==> config.mk <==
export PLATFORM = sky130hd
export DESIGN_NAME = sample_fifo
export DESIGN_NICKNAME = d
export VERILOG_FILES = /design/src/rtl/test_pattern_top.sv
export SDC_FILE = /design/constraint.sdc
export NUM_CORES = 1
export LEC_CHECK = 0
export BUFFER_PORTS_ARGS = -buffer_cell sky130_fd_sc_hd__buf_2
export CORE_MARGIN = 2
export CORE_UTILIZATION = 55
export CTS_CLUSTER_SIZE = 24
export DETAILED_ROUTE_END_ITERATION = 7
export GPL_TIMING_DRIVEN = 0
export PLACE_DENSITY_LB_ADDON = 0.2
export SLEW_MARGIN = 40
export SYNTH_ARGS = -nofsm -noshare
export SYNTH_HDL_FRONTEND = slang
export SYNTH_SLANG_ARGS = --single-unit
==> constraint.sdc <==
create_clock -name ref_clk -period 5.5 [get_ports ref_clk]
set_input_delay 1.1 -clock ref_clk [delete_from_list [all_inputs] [get_ports ref_clk]]
set_output_delay 1.1 -clock ref_clk [all_outputs]
set_load 0.02 [all_outputs]
==> src/rtl/test_pattern_top.sv <==
// Purpose: output test-pattern generator with latency budget reporting
// Assumes: one encode clock; samples and register port are on that clock
// Notes:   patterns and samples leave through an 8-word FIFO
//
// Contract
// - converter core latency is a constant 26 encode clocks.
// - processing latency 29 full, 35 requantizer, 33 VARIABLE_DYNAMIC_RANGE_MODE, 57 decimate+requant.
// - downconverter latency 78/132/232/432 for one to four half-band stages.
// - link latency 13, 28, 53 or 7 by full-bandwidth quick config.
// - decimating 4/8-converter configs fixed; four-lane dual at decimate_by_two is 30.
// - total latency is processing latency plus link latency.
// - any test mode replaces conversion results with the chosen pattern.
// - either PN reset bit resets the pseudorandom generators.
// - patterns ignore analog input but advance only on encode-clock samples.
// - in-phase carries channel A pattern, quadrature carries channel B.
// - fourth downconverter: I from channel A on bit 0, Q never patterned.
// - codes 0000 off, 0001 midscale, 0010 +full-scale, 0011 -full-scale.
// - code 0100 alternates checkerboard words 0x1555 and 0x2AAA.
// - code 0101 long PN x^23+x^18+1 from its seed.
// - code 0110 short PN x^9+x^5+1 from seed 0x092.
// - code 0111 alternates all-zeros and all-ones, zeros first.
// - code 1000 plays four user words bits 15:2, repeat or single.
// - code 1111 ramp incrementing by one, wrapping modulo 2^14.
`timescale 1ns/1ps
`default_nettype none

// ----
// sample FIFO
// ----
module sample_fifo #(
  parameter int WIDTH = 28,
  parameter int DEPTH = 8
) (
  // clock and reset
  input  wire logic             ref_clk,
  input  wire logic             reset,
  // fill side
  input  wire logic             in_valid,
  output logic                  in_ready,
  input  wire logic [WIDTH-1:0] in_data,
  // drain side
  output logic                  out_valid,
  input  wire logic             out_ready,
  output logic [WIDTH-1:0]      out_data
);
  localparam int PW = $clog2(DEPTH);
  logic [WIDTH-1:0] mem_q [DEPTH];
  logic [PW-1:0]    wr_q, wr_d, rd_q, rd_d;
  logic [PW:0]      cnt_q, cnt_d;
  logic             push, pop;
  assign in_ready  = (cnt_q != (PW+1)'(DEPTH));
  assign out_valid = (cnt_q != '0);
  assign out_data  = mem_q[rd_q];
  assign push      = in_valid && in_ready;
  assign pop       = out_valid && out_ready;
  always_comb begin
    wr_d  = push ? wr_q + PW'(1) : wr_q;
    rd_d  = pop ? rd_q + PW'(1) : rd_q;
    cnt_d = cnt_q;
    if (push && !pop) begin
      cnt_d = cnt_q + (PW+1)'(1);
    end else if (pop && !push) begin
      cnt_d = cnt_q - (PW+1)'(1);
    end
  end
  always_ff @(posedge ref_clk or posedge reset) begin
    if (reset) begin
      wr_q  <= '0;
      rd_q  <= '0;
      cnt_q <= '0;
    end else begin
      wr_q  <= wr_d;
      rd_q  <= rd_d;
      cnt_q <= cnt_d;
    end
  end
  // storage carries no reset
  always_ff @(posedge ref_clk) begin
    if (push) begin
      mem_q[wr_q] <= in_data;
    end
  end
endmodule


`default_nettype wire

==> results.sh <==
export IMPL_outcome="completed"
export IMPL_die_width_um=132
export IMPL_synthDominantCellAreaShare_pct=74.5
export IMPL_crit_top_cell="sky130_fd_sc_hd__buf_2"
export IMPL_power_switching_share_pct=30.7
export IMPL_peakVddDrop_v=0.000426
export IMPL_numCtsBuffers=24
export IMPL_power_share_combinational_pct=34.7
export IMPL_r2r_end="cnt_q[3]"
export IMPL_first_pass_grt_wire_length_um=26400
export IMPL_drive_gt1_share_pct=42.9
export IMPL_cp_required_ns=4.40
export IMPL_design_die_area_sq_um=17500
export IMPL_synthesis_instances=386
export IMPL_power_clock_fraction_pct=24.7
export IMPL_port_buffers=61
export IMPL_tritoncts="yes"
export IMPL_drt_vias_per_instance=5.81
export IMPL_main_synth_ff_type="sky130_fd_sc_hd__edfxtp_1"
export IMPL_vias_in_the_first_global_route=4657
export IMPL_synthTopCellsByArea="sky130_fd_sc_hd__edfxtp_1 75%, sky130_fd_sc_hd__mux4_2 14%, sky130_fd_sc_hd__mux2_2 3.7%, sky130_fd_sc_hd__dfrtp_1 2.8%, sky130_fd_sc_hd__ha_1 0.69%"
export IMPL_distinct_cell_type_count_of_the_synthesized_netlist=27
export IMPL_finish_utilization_pct=67.1
export IMPL_synth_area_leader_cell="sky130_fd_sc_hd__edfxtp_1"
export IMPL_num_vias=4225
export IMPL_postCtsSetupBuffers=0
export IMPL_p_leak_nw=3.58
export IMPL_fin_worst_skew_ns=0.00515
export IMPL_postSynthAreaPerCell_sq_um=23.4
export IMPL_path_class="flip-flop to output port"
export IMPL_grt_start_max_net_pins=16
export IMPL_layout_worst_path_cycle_share_pct=65.5
export IMPL_reg2reg_depth=10
export IMPL_synthesis_nets=424
export IMPL_wirelength_um=16700
export IMPL_grt_ovfl_total=0
export IMPL_r2r_path_start="cnt_q[0]"
export IMPL_synth_sequential_area_ratio_pct=77.3
export IMPL_clk_insertion_delay_late_ns=0.50
export IMPL_clock_tree_root_cell="sky130_fd_sc_hd__clkbuf_16"
export IMPL_min_delay_path_class="flip-flop to flip-flop"
export IMPL_power_mw=5.79
export IMPL_min_delay_worst_endpoint="wr_q[0]"
export IMPL_synthMostInstantiatedCell="sky130_fd_sc_hd__edfxtp_1"
export IMPL_critical_path_peak_fanout=10
export IMPL_drv_slew=0
export IMPL_achievable_frequency_ghz=0.278
export IMPL_timing_critical_path_slowest_cell_delay_ns=0.63
export IMPL_postSynth_asyncResetShare_pct=4.27
export IMPL_ys_ff_latch=234
export IMPL_report_final_hold_viol_count=0
export IMPL_leading_cell_types_by_count_after_synthesis="224 x sky130_fd_sc_hd__edfxtp_1, 56 x sky130_fd_sc_hd__mux4_2, 30 x sky130_fd_sc_hd__mux2_2, 10 x sky130_fd_sc_hd__dfrtp_1, 7 x sky130_fd_sc_hd__buf_2"
export IMPL_worstHoldPathCells=1
export IMPL_clock_path_buffers=3
export IMPL_max_cap_violations=0
export IMPL_synth_warnings=0
export IMPL_crit_path_time_final_ns=3.60
export IMPL_finish_net_count=533
export IMPL_track_usage_pct=20.1
export IMPL_end_kind="output port"
export IMPL_psw_mw=1.78
export IMPL_numPlacedInstances=685
export IMPL_drt_iter0_drc=241
export IMPL_number_of_antenna_violations_at_the_first_check_in_global_routing=1
export IMPL_setup_viol=0
export IMPL_gp_congestion=0.729
export IMPL_critPathBufInv=3
export IMPL_area_growth_pct=18.5
export IMPL_cp_data_arrival_time_ns=2.50
export IMPL_fin_cells=727
export IMPL_ports=62
export IMPL_htreeDepth=1
export IMPL_hold_ws_ns=0.539
export IMPL_initial_core_utilization_pct=56.6
export IMPL_path_clk_slew_ns=0.06
export IMPL_pwr_share_seq_pct=40.6
export IMPL_r2r_slack_ns=2.51
export IMPL_cts_hold_buf=0
export IMPL_first_pass_iters=5
export IMPL_floorplan_rows=46
export IMPL_crit_family="buffers and inverters"
export IMPL_rsz_0062_raised_after_global_routing="false"
export IMPL_clock_sinks=234
export IMPL_drtAntennaViolNets=0
export IMPL_postcts_resize_cnt=0
export IMPL_design_core_area_sq_um=15900
export IMPL_die_h_um=132
export IMPL_place_detailed_hpwl_um=10900
export IMPL_setup_worst_path_start_class="flip-flop"
export IMPL_wl_per_cell_um=23.0
export IMPL_post_synth_edffs=224
export IMPL_power_density_nw_per_um2=541
export IMPL_detail_route_drc_violations=0
export IMPL_worstPathCellList="clkbuf_1 > buf_2 > mux2_2 > buf_2"
export IMPL_power_report_internal_total_mw=4.01
export IMPL_hp_start="wr_q[0]"
export IMPL_slowest_stage="sky130_fd_sc_hd__clkbuf_1"
export IMPL_timing_max_slew_rel_slack_pct=44.8
export IMPL_worst_slew_pin_transition_ns=0.827
export IMPL_synth_area_sq_um=9030
==> power by group through the flow <==
| stage | sequential, mW | clock, mW | combinational (mW) |
|---|---|---|---|
| after detailed placement | 2.39 | 0 | 2.04 |
| after global routing | 2.37 | 1.53 | 2.16 |
| after CTS | 2.35 | 1.46 | 2.05 |
| after floorplan | 2.36 | 0 | 1.38 |
| final | 2.35 | 1.43 | 2.01 |
| after global placement | 2.39 | 0 | 1.85 |
==> per-stage QoR <==
step	setup TNS [ns]	area [sq um]	worst slack, ns
2_1_floorplan	0	9030	1.87
3_3_place_gp	-6.99	9600	-0.144
3_5_place_dp	0	10000	2.40
4_1_cts	0	10700	1.88
5_1_grt	0	10700	1.81
6_report	0	10700	1.90
==> routing by layer <==
layer	part of all wire, %	wire length, um	GRT usage (%)
met2	53	8790	35.2
met1	40	6650	26.2
met4	1.3	216	4.83
met5	0	0	0
met3	6.2	1030	3.96
==> placed cells by master, fill, tap and decap left out, drive strengths merged, types with 4 or more instances in the layout <==
master and count:
nand2 4, dfrtp 10, xnor2 6, mux2 31
clkbuf 35, buf 94, edfxtp 224, mux4 56
nand3 4, nor2 6, ha 5, clkinv 10
==> cell type report <==
type | count | area [sq um]
Sequential cell | 234 | 6980
Fill cell | 1028 | 5250
Multi-Input combinational cell | 132 | 1990
Timing Repair Buffer | 83 | 644
Clock buffer | 29 | 641
Tap cell | 216 | 270
Buffer | 17 | 103
Clock inverter | 12 | 57.6
Inverter | 3 | 11.3
Antenna cell | 1 | 2.50
==> how the worst max path moves through the flow <==
stage	from	slack, ns	cells after the start	to
final	rd_q[2]	1.90	4	out_data[16]
after global routing	rd_q[2]	1.81	4	out_data[11]
after CTS	rd_q[2]	1.88	4	out_data[16]
after detailed placement	in_valid	2.40	6	mem_q[1][24]
after global placement	in_valid	-0.14	3	mem_q[0][15]
after floorplan	in_valid	1.87	2	mem_q[0][0]
==> registers in the layout, indices dropped and copies added, names as in the netlist <==
signal	flops
rd_q	3
cnt_q	4
wr_q	3
mem_q	224
==> logic make-up after synthesis <==
family / synth area share, %
flops: 77.3
mux: 17.9
simple gates: 1.62
buf+inv: 1.26
xor+xnor: 0.582
fa+ha+maj: 0.915
compound gates: 0.388
(Power assumes the default switching activity.)
